[src/adcl_pkg.sv]
// Package with register map, field layout, reset values and types of the converter control block.
// Operation
// Channel code bits 4:0, source bit 7
// Select external: codes 0-7, 21, 22
// Select internal: temperature sensor, internal reference
// Scan: four inputs starting at code
// Unused bits read zero, written zero
// Change source bit only when stopped
// Avoid inputs 0/1 with external references
// Internal source: discard first result
// Internal source: no one-shot with wait
// Clear source bit before standby or sleep
// Eight-bit upper and lower limit registers
// Compare result, gate done interrupt by mode
// Compare bits 15:8 or 11:4
// Write limits only when stopped
// Upper limit above lower limit
// Test target: channel, negative, positive reference
// Use references for zero/full scale
// Channel write aborts, restarts conversion
// Out of range: no store, no interrupt
// Scan results to result registers 0-3
package adcl_pkg;

	localparam int AXI_AW = 14;

	// Register indices; the byte address is four times the index.
	localparam logic [11:0] IDX_CHANNEL  = 12'h001;
	localparam logic [11:0] IDX_UPPER    = 12'h111;
	localparam logic [11:0] IDX_LOWER    = 12'h112;
	localparam logic [11:0] IDX_TEST     = 12'h113;
	localparam logic [11:0] IDX_CONTROL  = 12'h114;
	localparam logic [11:0] IDX_STATUS   = 12'h115;
	localparam logic [11:0] IDX_RESULT0  = 12'h120;

	localparam logic [7:0] CHANNEL_MASK  = 8'h9F;
	localparam logic [7:0] TEST_MASK     = 8'h03;
	localparam logic [7:0] CONTROL_MASK  = 8'h1F;
	localparam int         SRC_BIT       = 7;

	localparam int CTL_RUN   = 0;
	localparam int CTL_POWER = 1;
	localparam int CTL_SCAN  = 2;
	localparam int CTL_RANGE = 3;
	localparam int CTL_RES12 = 4;

	localparam logic [7:0] CHANNEL_RST   = 8'h00;
	localparam logic [7:0] UPPER_RST     = 8'hFF;
	localparam logic [7:0] LOWER_RST     = 8'h00;
	localparam logic [7:0] TEST_RST      = 8'h00;
	localparam logic [7:0] CONTROL_RST   = 8'h00;

	localparam logic [1:0] TGT_CHANNEL   = 2'h0;
	localparam logic [1:0] TGT_NEG_REF   = 2'h2;
	localparam logic [1:0] TGT_POS_REF   = 2'h3;

	localparam logic [4:0] CODE_LAST_PIN = 5'h07;
	localparam logic [4:0] CODE_IN21     = 5'h15;
	localparam logic [4:0] CODE_IN22     = 5'h16;
	localparam logic [4:0] CODE_SCAN_MAX = 5'h04;
	localparam logic [4:0] CODE_TEMP     = 5'h00;
	localparam logic [4:0] CODE_INTREF   = 5'h01;

	localparam logic [1:0] RESP_OKAY     = 2'h0;
	localparam logic [1:0] RESP_SLVERR   = 2'h2;

	typedef enum logic [1:0] {
		CV_IDLE,
		CV_START,
		CV_WAIT
	} adcl_conv_e;

endpackage

[src/adcl_ctrl.sv]
// Converter control block: channel selection, limit compare, test target, AXI4-Lite registers.
//
// The AXI4-Lite register port is this design's own decision.
module adcl_ctrl (
	input  wire logic                         CLK_SYS_IN,
	input  wire logic                         NRST_IN,
	input  wire logic [adcl_pkg::AXI_AW-1:0]  AWADDR_IN,
	input  wire logic                         AWVALID_IN,
	output logic                              AWREADY_OUT,
	input  wire logic [31:0]                  WDATA_IN,
	input  wire logic [3:0]                   WSTRB_IN,
	input  wire logic                         WVALID_IN,
	output logic                              WREADY_OUT,
	output logic [1:0]                        BRESP_OUT,
	output logic                              BVALID_OUT,
	input  wire logic                         BREADY_IN,
	input  wire logic [adcl_pkg::AXI_AW-1:0]  ARADDR_IN,
	input  wire logic                         ARVALID_IN,
	output logic                              ARREADY_OUT,
	output logic [31:0]                       RDATA_OUT,
	output logic [1:0]                        RRESP_OUT,
	output logic                              RVALID_OUT,
	input  wire logic                         RREADY_IN,
	input  wire logic                         RESULT_VALID_IN,
	input  wire logic [15:0]                  RESULT_DATA_IN,
	output logic [4:0]                        MUX_SEL_OUT,
	output logic                              INT_SRC_OUT,
	output logic [1:0]                        TEST_SEL_OUT,
	output logic                              CONV_POWER_OUT,
	output logic                              CONV_START_OUT,
	output logic                              CONV_ABORT_OUT,
	output logic                              DONE_IRQ_OUT
);

	typedef adcl_pkg::adcl_conv_e adcl_conv_t;

	typedef struct packed {
		logic                       awready;
		logic                       wready;
		logic                       aw_held;
		logic                       w_held;
		logic [adcl_pkg::AXI_AW-1:0] waddr;
		logic [7:0]                 wdata;
		logic                       wlane0;
		logic                       bvalid;
		logic [1:0]                 bresp;
		logic                       arready;
		logic                       rvalid;
		logic [31:0]                rdata;
		logic [1:0]                 rresp;
		logic [7:0]                 channel;
		logic [7:0]                 upper;
		logic [7:0]                 lower;
		logic [7:0]                 test;
		logic [7:0]                 control;
		logic [3:0][15:0]           results;
		logic [1:0]                 slot;
		logic                       last_in_range;
		adcl_conv_t                 conv;
		logic [4:0]                 mux_sel;
		logic                       start;
		logic                       abort;
		logic                       irq;
	} adcl_state_s;

	adcl_state_s state_reg;
	adcl_state_s state_next;

	// Analog input number for a scan slot; scan mode walks four inputs upward.
	function automatic logic [4:0] adcl_input(input logic [4:0] code, input logic scan, input logic [1:0] slot);
		adcl_input = scan ? 5'(code + {3'h0, slot}) : code;
	endfunction

	// True when the channel setting is one of the allowed combinations.
	function automatic logic adcl_code_ok(input logic [7:0] chan, input logic scan);
		logic [4:0] code;
		code = chan[4:0];
		if (chan[adcl_pkg::SRC_BIT])
			adcl_code_ok = !scan && (code == adcl_pkg::CODE_TEMP || code == adcl_pkg::CODE_INTREF);
		else if (scan)
			adcl_code_ok = code <= adcl_pkg::CODE_SCAN_MAX;
		else
			adcl_code_ok = code <= adcl_pkg::CODE_LAST_PIN || code == adcl_pkg::CODE_IN21
				|| code == adcl_pkg::CODE_IN22;
	endfunction

	// Register read decode.
	function automatic logic [32:0] adcl_read(input adcl_state_s s, input logic [11:0] idx);
		logic [31:0] d;
		logic        hit;
		d = 32'h0000_0000;
		hit = 1'b1;
		if (idx == adcl_pkg::IDX_CHANNEL)
			d[7:0] = s.channel & adcl_pkg::CHANNEL_MASK;
		else if (idx == adcl_pkg::IDX_UPPER)
			d[7:0] = s.upper;
		else if (idx == adcl_pkg::IDX_LOWER)
			d[7:0] = s.lower;
		else if (idx == adcl_pkg::IDX_TEST)
			d[7:0] = s.test & adcl_pkg::TEST_MASK;
		else if (idx == adcl_pkg::IDX_CONTROL)
			d[7:0] = s.control;
		else if (idx == adcl_pkg::IDX_STATUS)
			d[5:0] = {adcl_code_ok(s.channel, s.control[adcl_pkg::CTL_SCAN]), s.last_in_range,
				s.conv != adcl_pkg::CV_IDLE, 1'b0, s.slot};
		else if (idx[11:2] == adcl_pkg::IDX_RESULT0[11:2])
			d[15:0] = s.results[idx[1:0]];
		else
			hit = 1'b0;
		adcl_read = {hit, d};
	endfunction

	logic [7:0]  cmp_value;
	logic        in_window;
	logic        pass;
	logic [32:0] rd;
	logic        wr_hit;
	logic [11:0] widx;

	always_comb begin
		state_next = state_reg;
		state_next.start = 1'b0;
		state_next.abort = 1'b0;
		state_next.irq = 1'b0;
		wr_hit = 1'b0;
		widx = state_reg.waddr[13:2];

		// Write channel: address and data taken in either order.
		if (state_reg.bvalid && BREADY_IN)
			state_next.bvalid = 1'b0;
		if (AWVALID_IN && state_reg.awready) begin
			state_next.aw_held = 1'b1;
			state_next.waddr = AWADDR_IN;
		end
		if (WVALID_IN && state_reg.wready) begin
			state_next.w_held = 1'b1;
			state_next.wdata = WDATA_IN[7:0];
			state_next.wlane0 = WSTRB_IN[0];
		end

		// Conversion sequencing toward the converter core.
		unique case (state_reg.conv)
			adcl_pkg::CV_IDLE: begin
				state_next.slot = 2'h0;
				if (state_reg.control[adcl_pkg::CTL_RUN] && state_reg.control[adcl_pkg::CTL_POWER])
					state_next.conv = adcl_pkg::CV_START;
			end
			adcl_pkg::CV_START: begin
				state_next.start = 1'b1;
				state_next.conv = adcl_pkg::CV_WAIT;
			end
			adcl_pkg::CV_WAIT: begin
				if (RESULT_VALID_IN) begin
					if (pass) begin
						state_next.results[state_reg.slot] = RESULT_DATA_IN;
						state_next.irq = 1'b1;
					end
					state_next.last_in_range = pass;
					state_next.slot = state_reg.control[adcl_pkg::CTL_SCAN] ? 2'(state_reg.slot + 2'h1) : 2'h0;
					state_next.conv = adcl_pkg::CV_START;
				end
			end
		endcase
		// A result arriving in the stopping cycle is kept, so no abort goes out beside its done pulse.
		if (!(state_reg.control[adcl_pkg::CTL_RUN] && state_reg.control[adcl_pkg::CTL_POWER])
				&& state_reg.conv != adcl_pkg::CV_IDLE) begin
			state_next.abort = state_reg.conv == adcl_pkg::CV_WAIT && !RESULT_VALID_IN;
			state_next.start = 1'b0;
			state_next.conv = adcl_pkg::CV_IDLE;
			state_next.slot = 2'h0;
		end

		// Register write takes effect once both halves are held.
		if (state_reg.aw_held && state_reg.w_held && !state_reg.bvalid) begin
			state_next.aw_held = 1'b0;
			state_next.w_held = 1'b0;
			state_next.bvalid = 1'b1;
			wr_hit = widx == adcl_pkg::IDX_CHANNEL || widx == adcl_pkg::IDX_UPPER || widx == adcl_pkg::IDX_LOWER
				|| widx == adcl_pkg::IDX_TEST || widx == adcl_pkg::IDX_CONTROL || widx == adcl_pkg::IDX_STATUS
				|| widx[11:2] == adcl_pkg::IDX_RESULT0[11:2];
			state_next.bresp = wr_hit ? adcl_pkg::RESP_OKAY : adcl_pkg::RESP_SLVERR;
			if (state_reg.wlane0) begin
				if (widx == adcl_pkg::IDX_CHANNEL) begin
					state_next.channel = state_reg.wdata & adcl_pkg::CHANNEL_MASK;
					if (state_reg.conv != adcl_pkg::CV_IDLE && state_reg.control[adcl_pkg::CTL_RUN]
							&& state_reg.control[adcl_pkg::CTL_POWER]) begin
						state_next.abort = state_reg.conv == adcl_pkg::CV_WAIT;
						state_next.start = 1'b0;
						state_next.irq = 1'b0;
						state_next.results = state_reg.results;
						state_next.last_in_range = state_reg.last_in_range;
						state_next.slot = 2'h0;
						state_next.conv = adcl_pkg::CV_START;
					end
				end
				if (widx == adcl_pkg::IDX_UPPER)
					state_next.upper = state_reg.wdata;
				if (widx == adcl_pkg::IDX_LOWER)
					state_next.lower = state_reg.wdata;
				if (widx == adcl_pkg::IDX_TEST)
					state_next.test = state_reg.wdata & adcl_pkg::TEST_MASK;
				if (widx == adcl_pkg::IDX_CONTROL)
					state_next.control = state_reg.wdata & adcl_pkg::CONTROL_MASK;
			end
		end
		state_next.awready = !state_next.aw_held && !state_next.bvalid;
		state_next.wready = !state_next.w_held && !state_next.bvalid;

		// Read channel.
		rd = adcl_read(state_reg, ARADDR_IN[13:2]);
		if (state_reg.rvalid && RREADY_IN)
			state_next.rvalid = 1'b0;
		if (ARVALID_IN && state_reg.arready) begin
			state_next.rvalid = 1'b1;
			state_next.rdata = rd[31:0];
			state_next.rresp = rd[32] ? adcl_pkg::RESP_OKAY : adcl_pkg::RESP_SLVERR;
		end
		state_next.arready = !state_next.rvalid;

		// Input routing follows the slot that the next start will convert.
		state_next.mux_sel = adcl_input(state_next.channel[4:0], state_next.control[adcl_pkg::CTL_SCAN],
			state_next.slot);
	end

	// Limit comparison on the upper eight result bits of the selected resolution.
	always_comb begin
		cmp_value = state_reg.control[adcl_pkg::CTL_RES12] ? RESULT_DATA_IN[11:4] : RESULT_DATA_IN[15:8];
		in_window = cmp_value >= state_reg.lower && cmp_value <= state_reg.upper;
		pass = state_reg.control[adcl_pkg::CTL_RANGE] ? !in_window : in_window;
	end

	always_ff @(posedge CLK_SYS_IN) begin
		if (!NRST_IN) begin
			state_reg <= '0;
			state_reg.channel <= adcl_pkg::CHANNEL_RST;
			state_reg.upper <= adcl_pkg::UPPER_RST;
			state_reg.lower <= adcl_pkg::LOWER_RST;
			state_reg.test <= adcl_pkg::TEST_RST;
			state_reg.control <= adcl_pkg::CONTROL_RST;
			state_reg.conv <= adcl_pkg::CV_IDLE;
		end else begin
			state_reg <= state_next;
		end
	end

	assign AWREADY_OUT = state_reg.awready;
	assign WREADY_OUT = state_reg.wready;
	assign BVALID_OUT = state_reg.bvalid;
	assign BRESP_OUT = state_reg.bresp;
	assign ARREADY_OUT = state_reg.arready;
	assign RVALID_OUT = state_reg.rvalid;
	assign RDATA_OUT = state_reg.rdata;
	assign RRESP_OUT = state_reg.rresp;
	assign MUX_SEL_OUT = state_reg.mux_sel;
	assign INT_SRC_OUT = state_reg.channel[adcl_pkg::SRC_BIT];
	assign TEST_SEL_OUT = state_reg.test[1:0];
	assign CONV_POWER_OUT = state_reg.control[adcl_pkg::CTL_POWER];
	assign CONV_START_OUT = state_reg.start;
	assign CONV_ABORT_OUT = state_reg.abort;
	assign DONE_IRQ_OUT = state_reg.irq;

endmodule // adcl_ctrl

[config.mk]
export PLATFORM = sky130hd
export DESIGN_NAME = adcl_ctrl
export DESIGN_NICKNAME = d
export VERILOG_FILES = /design/src/adcl_pkg.sv /design/src/adcl_ctrl.sv
export SDC_FILE = /design/constraint.sdc
export NUM_CORES = 1
export LEC_CHECK = 0
export ABC_AREA = 1
export BUFFER_PORTS_ARGS = -buffer_cell sky130_fd_sc_hd__clkbuf_2
export CORE_UTILIZATION = 55
export CTS_BUF_LIST = sky130_fd_sc_hd__clkbuf_4
export DETAILED_ROUTE_END_ITERATION = 7
export PLACE_DENSITY_LB_ADDON = 0.05
export SETUP_SLACK_MARGIN = 0.02
export SLEW_MARGIN = 10
export SYNTH_ARGS = -nofsm -noshare
export SYNTH_HDL_FRONTEND = slang
export SYNTH_SLANG_ARGS = --single-unit
[constraint.sdc]
create_clock -name CLK_SYS_IN -period 5.9 [get_ports CLK_SYS_IN]
set_input_delay 0.295 -clock CLK_SYS_IN [delete_from_list [all_inputs] [get_ports CLK_SYS_IN]]
set_output_delay 0.295 -clock CLK_SYS_IN [all_outputs]
set_load 0.005 [all_outputs]
==> impl_results.md, run 1 <==
- Vias in the first global route: 7068
- CORE AREA: 0.0147 mm2
- Total clock sinks: 152
- CTS clk-pin slew, worst paths: about 0.14 ns
- Final setup skew: between 0.02 and 0.03 ns
- Max-cap viol count: 0
- Final instance area: 0.00904 mm2
- Switch Pwr: around 700 uW
- Failing checks: design-rule violations
- Yosys cell types: 44
- Rows: 44
- Period utilisation layout: 0.595
- CTS tree: yes
- Share of cells above drive strength 1: 0.131
- Slew headroom: 0.345
- Fin nets: ~1400
- Hold Path Class: input port to flip-flop
- Period minus WS final: 3.51 ns
- DR iter-0 viols: 655
- 1st-pass router iterations: 8
- Leakage: 4.14 nW
- Largest net degree at the start of global routing: a little under 90
- Status: complete, but fails checks
- Pwr per Cell Area: between 200 and 250 mW/mm2
- Crit path kind: flip-flop to flip-flop
- Largest fanout on the critical path: 42
- Sw Share: 0.317
- Pins Over Slew Limit: 0
- Global-route wire length before repair: about 35000 um
- Initial Utilization: 0.570
- Synth warn: 0
- IO Pins: about 140
- Critical Path RT: 6.40 ns
- Vias per inst: about 5.3
- Clk buf depth: 2
- Clock Latency Late Sink: 0.56 ns
- Mean Syn Cell Area: between 6 and 7 um2
- RSZ-0062 raised after global routing: no
- DP Wirelength: approximately 15000 um
- Num CTS Buffers: 17
- Wire per inst: 14.5 um
- Top FF cell, synth: dfxtp_1
- CTS resizes: 0
- GRT Resource Usage Total: 0.283
- Root buffer cell: clkbuf_4
- Ys async rst share: 0
- Power share of the clock group: 0.291
- Flop pwr share: 0.515
- P_int: 1.51 mW
- PortBufs: 91
- Seq/Total Area, Yosys: 0.363
- Measured slew at the worst slew-check pin: around 1 ns
- Fmax: approximately 280 MHz
- Synth Instances: 1242
- EDFF count, synth: 0
- Die X: 125 um
- Final Wtd Congestion: 0.931
- Comb pwr share: 0.194
- Die area: approximately 0.016 mm2
- Final worst slack: ~2.4 ns
- Crit. End Element: flip-flop
- Max FFs per register: between 100 and 150
- P&R area growth vs syn: 7.83%
- Final setup viols: 0
- Final Hold Vio Count: 0
- Drt total wl: 21700 um
- Via count of the routed design: 7946
- GRT overflow: 0
- Chip height: approximately 130 um
- Placed Area: 0.00859 mm2
- Place WS: 2.45 ns
- Synthesis-stage register bit count: 152
- Drt drc: 10
- Setup crit start kind: flip-flop
- WP data arrival: 4.01 ns
- Peak supply drop: approximately 280 uV
- Initial antenna violation count: 1
- H-tree depth: 4
- Post-route ant nets: 0
- Setup total negative slack: 0 ns
- Fillers: 1459
- Post-synthesis instance area: 0.00838 mm2
[final cells by class]
type / count / area [um2] / area share
Antenna cell: 1 / 2.50 / 0.000277
Clock buffer: 20 / 150 / 0.0166
Clock inverter: 12 / 126 / 0.0140
Inverter: 134 / 503 / 0.0556
Multi-Input combinational cell: 873 / 4300 / 0.476
Sequential cell: 152 / 3040 / 0.337
Tap cell: 184 / 230 / 0.0255
Timing Repair Buffer: 116 / 686 / 0.0758
[kinds of logic after synthesis]
logic type,count (synthesis),synth area share
adder cells (fa/ha/maj),26,0.0397
AND/OR/NAND/NOR,528,0.272
buffers and inverters,234,0.133
other,1,0.000447
flip-flops,152,0.363
AO/OA/AOI/OAI,301,0.193
[power groups by stage]
| stage | clock network (mW) | logic, mW | registers, mW |
|---|---|---|---|
| 6_report | 0.642 | 0.429 | 1.14 |
| 5_1_grt | 0.695 | 0.497 | 1.15 |
| 4_1_cts | 0.655 | 0.427 | 1.14 |
| 3_5_place_dp | 0 | 0.417 | 1.16 |
| 3_3_place_gp | 0 | 0.409 | 1.16 |
| 2_1_floorplan | 0 | 0.335 | 1.15 |
[synthesized netlist by cell type, types with 2 or more instances]
| cell | number | share of area |
|---|---|---|
| nor2_1 | 273 | 0.12 |
| nand2_1 | 157 | 0.070 |
| dfxtp_1 | 152 | 0.36 |
| inv_1 | 124 | 0.056 |
| o21ai_0 | 123 | 0.073 |
| a21oi_1 | 121 | 0.072 |
| buf_4 | 45 | 0.040 |
| clkbuf_1 | 36 | 0.016 |
| nand3_1 | 36 | 0.021 |
| ha_1 | 25 | 0.037 |
| nor3_1 | 14 | 0.0084 |
| o211ai_1 | 13 | 0.012 |
| o21ai_1 | 12 | 0.0072 |
| o22ai_1 | 12 | 0.0090 |
| nand4_1 | 11 | 0.0082 |
| buf_2 | 10 | 0.0060 |
| inv_2 | 8 | 0.0036 |
| a211oi_1 | 7 | 0.0063 |
| buf_6 | 7 | 0.0094 |
| nand3_2 | 7 | 0.0084 |
| nor2_2 | 6 | 0.0045 |
| nor2_4 | 4 | 0.0054 |
| nor3_2 | 4 | 0.0048 |
| o21ai_2 | 4 | 0.0042 |
| nor4_1 | 3 | 0.0022 |
| o2111ai_1 | 3 | 0.0031 |
| buf_1 | 2 | 0.00090 |
| clkinv_1 | 2 | 0.00090 |
| nand2_2 | 2 | 0.0015 |
| nor3_4 | 2 | 0.0039 |
| nor3b_1 | 2 | 0.0018 |
| nor4_2 | 2 | 0.0030 |
| o221ai_1 | 2 | 0.0021 |
[layout by cell type, fill, tap and decap left out, drive strengths merged]
cell type,count
o21ai,139
o22ai,12
diode,1
o21a,1
clkinvlp,3
nor2,283
dlygate4sd3,17
o211ai,13
clkbuf,111
buf,8
nor3,20
nand4,12
a211oi,7
dfxtp,152
ha,25
fa,1
a21oi,121
nand2,159
conb,18
nand3b,1
a21o,1
o221ai,2
inv,133
a31oi,1
nor4,5
or2,2
nand3,43
clkinv,8
o22a,1
o2111ai,3
bufinv,2
and2,1
nor3b,2
[stage by stage]
step | instances | total power [mW] | utilization | hold WS (ns)
after detailed placement | 1442 | 1.58 | 0.585 | 0.429
after global placement | 1442 | 1.57 | 0.585 | 0.425
final | 1492 | 2.21 | 0.615 | 0.0444
after global routing | 1492 | 2.34 | 0.615 | 0.0271
after CTS | 1491 | 2.22 | 0.615 | 0.000165
after floorplan | 1259 | 1.49 | - | 0.417
[per-layer routing]
layer / vias to the layer above / GRT usage / share of wire / wire [um]
met5: - / 0 / 0 / 0
met4: 0 / 0.0638 / 0.0079 / 170
met3: 11 / 0.0501 / 0.069 / 1490
met2: 284 / 0.452 / 0.45 / 9650
met1: 3566 / 0.396 / 0.48 / 10400
li1: 4085 / - / - / -
[critical path, cell delays in order (launching register included)]
cell	delay, ns
dfxtp_1	0.67
o21ai_0	0.33
ha_1	0.38
nand2_1	0.05
inv_1	0.06
nand2_1	0.05
nand2_1	0.05
nand2_1	0.05
nand2_1	0.06
nand2_1	0.08
nand3_1	0.14
nand2_1	0.11
nor2_4	0.75
buf_4	0.42
o21ai_0	0.12
nor2_1	0.12
[repair_timing]
item | 4_1_cts | 5_1_grt
buffers inserted | 0 | 0
setup endpoints to repair | 0 | 0
hold endpoints to repair | 17 | 0
hold buffers | 17 | 0
[final timing paths]
kind / start / end / slack, ns / cells after the start
worst max-delay path: state_reg[81]$_SDFFE_PN0P_ / state_reg[26]$_SDFFE_PN0P_ / 2.39 / 15
worst min-delay path: WDATA_IN[3] / state_reg[160]$_SDFFE_PN0P_ / 0.04 / 3
worst max register to register: state_reg[81]$_SDFFE_PN0P_ / state_reg[26]$_SDFFE_PN0P_ / 2.39 / 15
worst min register to register: state_reg[179]$_SDFF_PN0_ / WREADY_OUT$_SDFF_PN0_ / 0.45 / 1
(Power assumes the default switching activity.)
==> run 2, diff against run 1 <==
==> constraint.sdc (replaced) <==
create_clock -name CLK_SYS_IN -period 3.6 [get_ports CLK_SYS_IN]
set_input_delay 0.18 -clock CLK_SYS_IN [delete_from_list [all_inputs] [get_ports CLK_SYS_IN]]
set_output_delay 0.18 -clock CLK_SYS_IN [all_outputs]
set_load 0.005 [all_outputs]
==> run 2 against run 1 <==
  * The flow still finishes with violations (design-rule violations)
  * Maximum frequency grew 26%
  * Clock power increased by 73%
  * Sequential share of layout area shrank 0.58 points
  * Sequential power rose by 64%
  * Critical path depth is the same
  * Combinational power up 69%
  * Total power up 68%
  * Worst hold slack worse by 0.012 ns
  * Final cell count grew 0.80%
==> impl_results.md, run 2 (synthesis gave the netlist of run 1 again) <==
- Share of cells above drive strength 1: 0.132 (was 0.131)
- Status: complete, but fails checks (unchanged)
- Period utilisation layout: 0.774 (was 0.595)
- WHS Path Cells: 5 (was 3)
- Fillers: 1407 (was 1459)
- Initial Utilization: 0.570 (unchanged)
- Reg2Reg Depth: 15 (unchanged)
- Largest net degree at the start of global routing: 66 (was 87)
- Final worst slack: 0.813 ns (was 2.39 ns)
- PortBufs: 91 (unchanged)
- Slew headroom: 0.391 (was 0.345)
- Final setup viols: 0 (unchanged)
- Largest fanout on the critical path: 65 (was 42)
- CTS clk-pin slew, worst paths: 0.14 ns (about the same)
- Num CTS Buffers: 17 (unchanged)
- Placed Area: 0.00863 mm2 (was 0.00859 mm2)
- Crit path kind: flip-flop to flip-flop (unchanged)
- Pins Over Slew Limit: 0 (unchanged)
- Max-cap viol count: 0 (unchanged)
- Commonest non-fill, non-tap cells in the layout: nor2_1 (272), nand2_1 (157), dfxtp_1 (152), inv_1 (124), o21ai_0 (123) (unchanged)
- Final Wtd Congestion: 0.909 (was 0.931)
- Total clock sinks: 152 (unchanged)
- Crit. End Element: flip-flop (unchanged)
- Hold Path Class: input port to flip-flop (unchanged)
- H-tree depth: 4 (unchanged)
- Die X: 125 um (unchanged)
- Measured slew at the worst slew-check pin: 0.913 ns (was 0.981 ns)
- Clock Latency Late Sink: 0.60 ns (was 0.56 ns)
- Final Hold Vio Count: 0 (unchanged)
- Chip height: 125 um (unchanged)
- Peak supply drop: 324 uV (was 283 uV)
- Sw Share: 0.328 (was 0.317)
- Failing checks: design-rule violations (unchanged)
- Leakage: 4.21 nW (was 4.14 nW)
- Switch Pwr: 1.21 mW (was 701 uW)
- Pwr per Cell Area: 403 mW/mm2 (was 245 mW/mm2)
- Via count of the routed design: 7993 (was 7946)
- CTS tree: yes (unchanged)
- Drt drc: 10 (unchanged)
- Setup total negative slack: 0 ns (unchanged)
- Critical Path RT: 4.14 ns (was 6.40 ns)
- Flop pwr share: 0.504 (was 0.515)
- Pwr Total: 3.70 mW (was 2.21 mW)
- Global-route wire length before repair: 35900 um (was 35400 um)
- Comb pwr share: 0.195 (was 0.194)
- Final instance area: 0.00920 mm2 (was 0.00904 mm2)
- Fmax: 359 MHz (was 285 MHz)
- Place WS: 0.834 ns (was 2.45 ns)
- Clk buf depth: 2 (unchanged)
- Root buffer cell: clkbuf_4 (unchanged)
- GRT Resource Usage Total: 0.287 (was 0.283)
- 1st-pass router iterations: 8 (unchanged)
- IO Pins: 141 (unchanged)
- DP Wirelength: 14900 um (was 15000 um)
- Rows: 44 (unchanged)
- Fin nets: 1420 (was 1408)
- Drt total wl: 21700 um (about the same)
- Vias in the first global route: 7183 (was 7068)
- DR iter-0 viols: 615 (was 655)
- Initial antenna violation count: 1 (unchanged)
- GRT overflow: 0 (unchanged)
- CORE AREA: 0.0147 mm2 (unchanged)
- Die area: 0.0157 mm2 (unchanged)
- P&R area growth vs syn: 9.71% (was 7.83%)
- Setup crit start kind: flip-flop (unchanged)
- WP data arrival: 3.32 ns (was 4.01 ns)
- Post-route ant nets: 0 (unchanged)
- Vias per inst: 5.31 (was 5.33)
- P_int: 2.49 mW (was 1.51 mW)
- Period minus WS final: 2.79 ns (was 3.51 ns)
- RSZ-0062 raised after global routing: no (unchanged)
- Wire per inst: 14.4 um (was 14.5 um)
- Post-CTS Setup Bufs: 0 (unchanged)
- Most common cell after layout, fill and taps aside: nor2_1 (unchanged)
- Max FFs per register: 117 (unchanged)
- Final setup skew: 0.0214 ns (was 0.0290 ns)
- Power share of the clock group: 0.300 (was 0.291)
-- run 2: cell count changes in the layout (fill, tap and decap cells not counted), moves of 2 or more --
cell	change
dlygate4sd3_1	+10
clkbuf_4	-3
inv_6	+3
inv_8	+3
buf_12	+2
-- run 2: power groups by stage --
stage	sequential (mW)	clock, mW	combinational [mW]
final	1.87	1.11	0.723
after global routing	1.89	1.21	0.835
after CTS	1.87	1.13	0.719
after detailed placement	1.90	0	0.694
after global placement	1.90	0	0.681
after floorplan	1.89	0	0.549
-- run 2: critical path, cell delays in order, from the launching register on --
cell and delay, ns:
dfxtp_1 0.71, o21ai_0 0.32, ha_1 0.37, nand2_1 0.05
inv_1 0.06, nand2_1 0.05, nand2_1 0.05, nand2_1 0.04
nand2_1 0.05, nand2_1 0.07, nand3_1 0.14, nand2_1 0.11
nor2_4 0.11, buf_12 0.27, o21ai_0 0.13, nor2_1 0.13
-- run 2: final cells by class --
type	count	area, um2	area share
antenna	1	2.50	0.000272
clock buffer	17	128	0.0139
clock inverter	15	166	0.0181
inverter	134	503	0.0547
multi-input combinational	873	4300	0.467
sequential	152	3040	0.331
tap	184	230	0.0250
timing repair buffer	128	826	0.0898
-- run 2: worst paths after layout --
kind | endpoint | slack [ns] | start
worst max register to register | state_reg[57]$_SDFFE_PN0P_ | 0.81 | state_reg[81]$_SDFFE_PN0P_
worst min register to register | WREADY_OUT$_SDFF_PN0_ | 0.45 | state_reg[179]$_SDFF_PN0_
worst max-delay path | state_reg[57]$_SDFFE_PN0P_ | 0.81 | state_reg[81]$_SDFFE_PN0P_
worst min-delay path | state_reg[33]$_SDFFE_PN0P_ | 0.03 | RESULT_DATA_IN[4]
-- run 2: per-layer routing --
layer	share of wire	wire [um]	track usage	up-vias
met3	0.065	1400	0.0522	23
met2	0.44	9590	0.456	233
li1	-	-	-	4127
met1	0.48	10400	0.403	3610
met4	0.010	222	0.0624	0
met5	0	0	0	-
-- run 2: timing repair --
| action | in CTS | in global routing |
|---|---|---|
| endpoints found under the hold margin | 30 | 0 |
| hold buffers | 27 | 0 |
| resized for setup | 0 | 0 |
-- run 2: stage by stage --
stage	util	hold slack (ns)	std cells
2_1_floorplan	-	0.347	1259
3_3_place_gp	0.587	0.426	1444
3_5_place_dp	0.587	0.433	1444
4_1_cts	0.626	0.00810	1503
5_1_grt	0.626	0.0353	1504
6_report	0.626	0.0325	1504
==> run 3, diff against run 2 <==
--- a/config.mk
+++ b/config.mk
@@ -5,7 +5,7 @@
 export SDC_FILE = /design/constraint.sdc
 export NUM_CORES = 1
 export LEC_CHECK = 0
-export ABC_AREA = 1
+export ABC_AREA = 0
 export BUFFER_PORTS_ARGS = -buffer_cell sky130_fd_sc_hd__clkbuf_2
 export CORE_UTILIZATION = 55
 export CTS_BUF_LIST = sky130_fd_sc_hd__clkbuf_4
==> constraint.sdc (replaced) <==
create_clock -name CLK_SYS_IN -period 2.8 [get_ports CLK_SYS_IN]
set_input_delay 0.14 -clock CLK_SYS_IN [delete_from_list [all_inputs] [get_ports CLK_SYS_IN]]
set_output_delay 0.14 -clock CLK_SYS_IN [all_outputs]
set_load 0.005 [all_outputs]
==> run 3 against run 2 <==
  * Critical path type unchanged
  * The run now ends clean
  * Clock skew about the same
  * Routed wire length shrank 7.5%
  * Combinational power decreased by 42%
  * Highest routed layer unchanged
==> impl_results.md, run 3 <==
- Status: finished, final reports clean (was complete, but fails checks)
- Crit. End Element: flip-flop (unchanged)
- Slowest CP cell: dfxtp_2 (was dfxtp_1)
- Vias in the first global route: 6393 (was 7183)
- Clock Latency Late Sink: 0.56 ns (was 0.60 ns)
- Reg2Reg Depth: 10 (was 15)
- Placed Area: 0.00830 mm2 (was 0.00863 mm2)
- Post-synthesis instance area: 0.00774 mm2 (was 0.00838 mm2)
- Crit path kind: flip-flop to flip-flop (unchanged)
- Critical Path Max Stage Delay: 0.37 ns (was 0.71 ns)
- Hold Path Class: input port to flip-flop (unchanged)
- Max-cap viol count: 0 (unchanged)
- Peak supply drop: 384 uV (was 324 uV)
- Synth warn: 0 (unchanged)
- Final Wtd Congestion: 0.883 (was 0.909)
- Pins Over Slew Limit: 0 (unchanged)
- CORE AREA: 0.0135 mm2 (was 0.0147 mm2)
- Top FF cell, synth: dfxtp_1 (unchanged)
- Fmax: 361 MHz (was 359 MHz)
- Buffers & Inverters on Critical Path: 2 (unchanged)
- Crit path cell chain: buf_12 -> mux2_4 -> ha_1 -> nand4_1 -> nor2_1 -> a211o_1 -> and4_4 -> o211ai_4 -> clkbuf_16 -> mux2i_1 (was o21ai_0 -> ha_1 -> nand2_1 -> inv_1 -> nand2_1 -> nand2_1 -> nand2_1 -> nand2_1 -> nand2_1 -> nand3_1 -> nand2_1 -> nor2_4 -> buf_12 -> o21ai_0 -> nor2_1)
- Storage element area: 0.00305 mm2 (was 0.00304 mm2)
- Critical Path RT: 3.30 ns (was 4.14 ns)
- Multi-input gate area: 0.00436 mm2 (was 0.00430 mm2)
- Final setup skew: 0.0213 ns (was 0.0214 ns)
- Vias per inst: 5.59 (was 5.31)
- Max FFs per register: 117 (unchanged)
- GRT overflow: 0 (unchanged)
- Initial antenna violation count: 0 (was 1)
- Final Hold Vio Count: 0 (unchanged)
- CTS clk-pin slew, worst paths: 0.14 ns (about the same)
- Period minus WS final: 2.77 ns (was 2.79 ns)
- Wire per inst: 17.4 um (was 14.4 um)
- Pwr per Cell Area: 421 mW/mm2 (was 403 mW/mm2)
- Die area: 0.0145 mm2 (was 0.0157 mm2)
- Initial Utilization: 0.573 (was 0.570)
- Total clock sinks: 152 (unchanged)
- CTS tree: yes (unchanged)
- Crit path max-delay family: compound AO/OA/AOI/OAI gates (was simple AND/OR/NAND/NOR gates)
- Post-synth top area share: 0.393 (was 0.363)
- Synth Instances: 844 (was 1242)
- Setup crit start kind: flip-flop (unchanged)
- Leakage: 3.93 nW (was 4.21 nW)
- Leading cell types by total area after synthesis: dfxtp_1 (39%), mux2i_1 (11%), nand2_1 (8.2%), mux4_2 (4.7%), buf_4 (4.2%) (was dfxtp_1 (36%), nor2_1 (12%), o21ai_0 (7.3%), a21oi_1 (7.2%), nand2_1 (7.0%))
- Num CTS Buffers: 17 (unchanged)
- WHS Path Cells: 4 (was 5)
- Largest fanout on the critical path: 8 (was 65)
- Worst hold margin: 0.0514 ns (was 0.0325 ns)
- Critical Path Stages: 10 (was 15)
- Inserted Diodes: 0 (was 1)
- Fin nets: 1077 (was 1420)
- Drt drc: 0 (was 10)
- Die X: 121 um (was 125 um)
- Top cell type by total area after synthesis: dfxtp_1 (unchanged)
- Period utilisation layout: 0.988 (was 0.774)
- Global-route wire length before repair: 31700 um (was 35900 um)
- Slew headroom: 0.430 (was 0.391)
- Final setup viols: 0 (unchanged)
- Mean Syn Cell Area: 9.17 um2 (was 6.75 um2)
- Root buffer cell: clkbuf_4 (unchanged)
- IO Pins: 141 (unchanged)
- Commonest non-fill, non-tap cells in the layout: nand2_1 (169), dfxtp_1 (150), clkbuf_2 (90), mux2i_1 (84), a21oi_1 (53) (was nor2_1 (272), nand2_1 (157), dfxtp_1 (152), inv_1 (124), o21ai_0 (123))
- PortBufs: 91 (unchanged)
- EDFF count, synth: 0 (unchanged)
- Largest net degree at the start of global routing: 41 (was 66)
- Seq/Total Area, Yosys: 0.393 (was 0.363)
- Share of cells above drive strength 1: 0.227 (was 0.132)
- Yosys cell types: 67 (was 44)
- Final instance area: 0.00919 mm2 (was 0.00920 mm2)
- DP Wirelength: 14200 um (was 14900 um)
- WP data arrival: 3.27 ns (was 3.32 ns)
- Clk buf depth: 2 (unchanged)
- RSZ-0062 raised after global routing: yes (was no)
- Measured slew at the worst slew-check pin: 0.852 ns (was 0.913 ns)
- Via count of the routed design: 6434 (was 7993)
- Most common cell after layout, fill and taps aside: nand2_1 (was nor2_1)
- P&R area growth vs syn: 18.8% (was 9.71%)
- DR iter-0 viols: 394 (was 615)
- 1st-pass router iterations: 4 (was 8)
- Post-route ant nets: 0 (unchanged)
- Chip height: 121 um (was 125 um)
- H-tree depth: 4 (unchanged)
- GRT Resource Usage Total: 0.282 (was 0.287)
- Ys async rst share: 0 (unchanged)
- Synthesis-stage register bit count: 152 (unchanged)
- Post-synth top cells: nand2_1 (169), dfxtp_1 (152), mux2i_1 (86) (was nor2_1 (273), nand2_1 (157), dfxtp_1 (152))
- Rows: 42 (was 44)
- Cell with the most instances after synthesis: nand2_1 (was nor2_1)
- Drt total wl: 20000 um (was 21700 um)
- Fillers: 1080 (was 1407)
-- run 3: cell count changes after synthesis, sizes merged, moves of 33 or more --
cell   change
nand3     -33
inv      -107
mux2i     +87
a21oi     -68
nor2     -238
o21ai    -115
-- run 3: layout make-up --
cell class | count | area share
timing repair buffer | 166 | 0.133
sequential | 152 | 0.331
multi-input combinational | 601 | 0.475
tap | 176 | 0.0240
clock buffer | 17 | 0.0139
inverter | 25 | 0.0102
clock inverter | 15 | 0.0131
-- run 3: worst min-delay path, cell delays in order --
cell and delay [ns]:
clkbuf_2 0.09, nand2_1 0.05, buf_4 0.21, a21oi_1 0.09
-- run 3: path summary, 6_finish.rpt --
path                              startpoint                    endpoint  slack, ns
hold / removal                    ARVALID_IN       RVALID_OUT$_SDFF_PN0_       0.05
hold reg to reg   state_reg[52]$_SDFFE_PN0P_  state_reg[52]$_SDFFE_PN0P_       0.47
setup reg to reg  state_reg[81]$_SDFFE_PN0P_  state_reg[16]$_SDFFE_PN0P_       0.03
setup / recovery  state_reg[81]$_SDFFE_PN0P_  state_reg[16]$_SDFFE_PN0P_       0.03
-- run 3: stage by stage --
| step | instances | setup slack (ns) | util | total power [mW] | setup TNS, ns |
|---|---|---|---|---|---|
| 2_1_floorplan | 861 | -0.0124 | - | 2.51 | -0.0140 |
| 3_5_place_dp | 1074 | -0.103 | 0.615 | 2.62 | -4.30 |
| 3_3_place_gp | 1074 | -0.0444 | 0.615 | 2.61 | -2.12 |
| 5_1_grt | 1152 | -0.0294 | 0.680 | 4.04 | -0.167 |
| 6_report | 1152 | 0.0335 | 0.680 | 3.86 | 0 |
| 4_1_cts | 1151 | 0.0239 | 0.675 | 3.90 | 0 |
-- run 3: per-layer routing --
metal	global-route usage	vias up	share of wire
met5	0	-	0
met4	0.0903	0	0.020
met3	0.0528	26	0.038
met2	0.490	162	0.49
met1	0.353	3094	0.45
li1	-	3152	-
-- run 3: cells by family after synthesis --
| kind of cell | after synthesis | synth area share |
|---|---|---|
| adders and majority gates | 26 | 0.0430 |
| DFF | 152 | 0.393 |
| buffers and inverters | 108 | 0.0780 |
| AOI/OAI and AO/OA | 135 | 0.119 |
| muxes | 113 | 0.174 |
| and+or+nand+nor | 309 | 0.192 |
| other | 1 | 0.000485 |
-- run 3: power by group --
part | switching (mW) | internal [mW] | total, mW
sequential | 0.0345 | 2.20 | 2.23
clock | 0.850 | 0.365 | 1.22
combinational | 0.235 | 0.184 | 0.419
-- run 3: what timing repair did --
| action | 4_1_cts | 5_1_grt |
|---|---|---|
| gates cloned | 1 | 0 |
| endpoints found under the hold margin | 93 | 0 |
| gates resized for setup | 19 | 12 |
| setup endpoints to repair | 65 | 49 |
| pin swaps | 10 | 8 |
| hold buffers | 41 | 0 |
| buffers inserted | 3 | 2 |
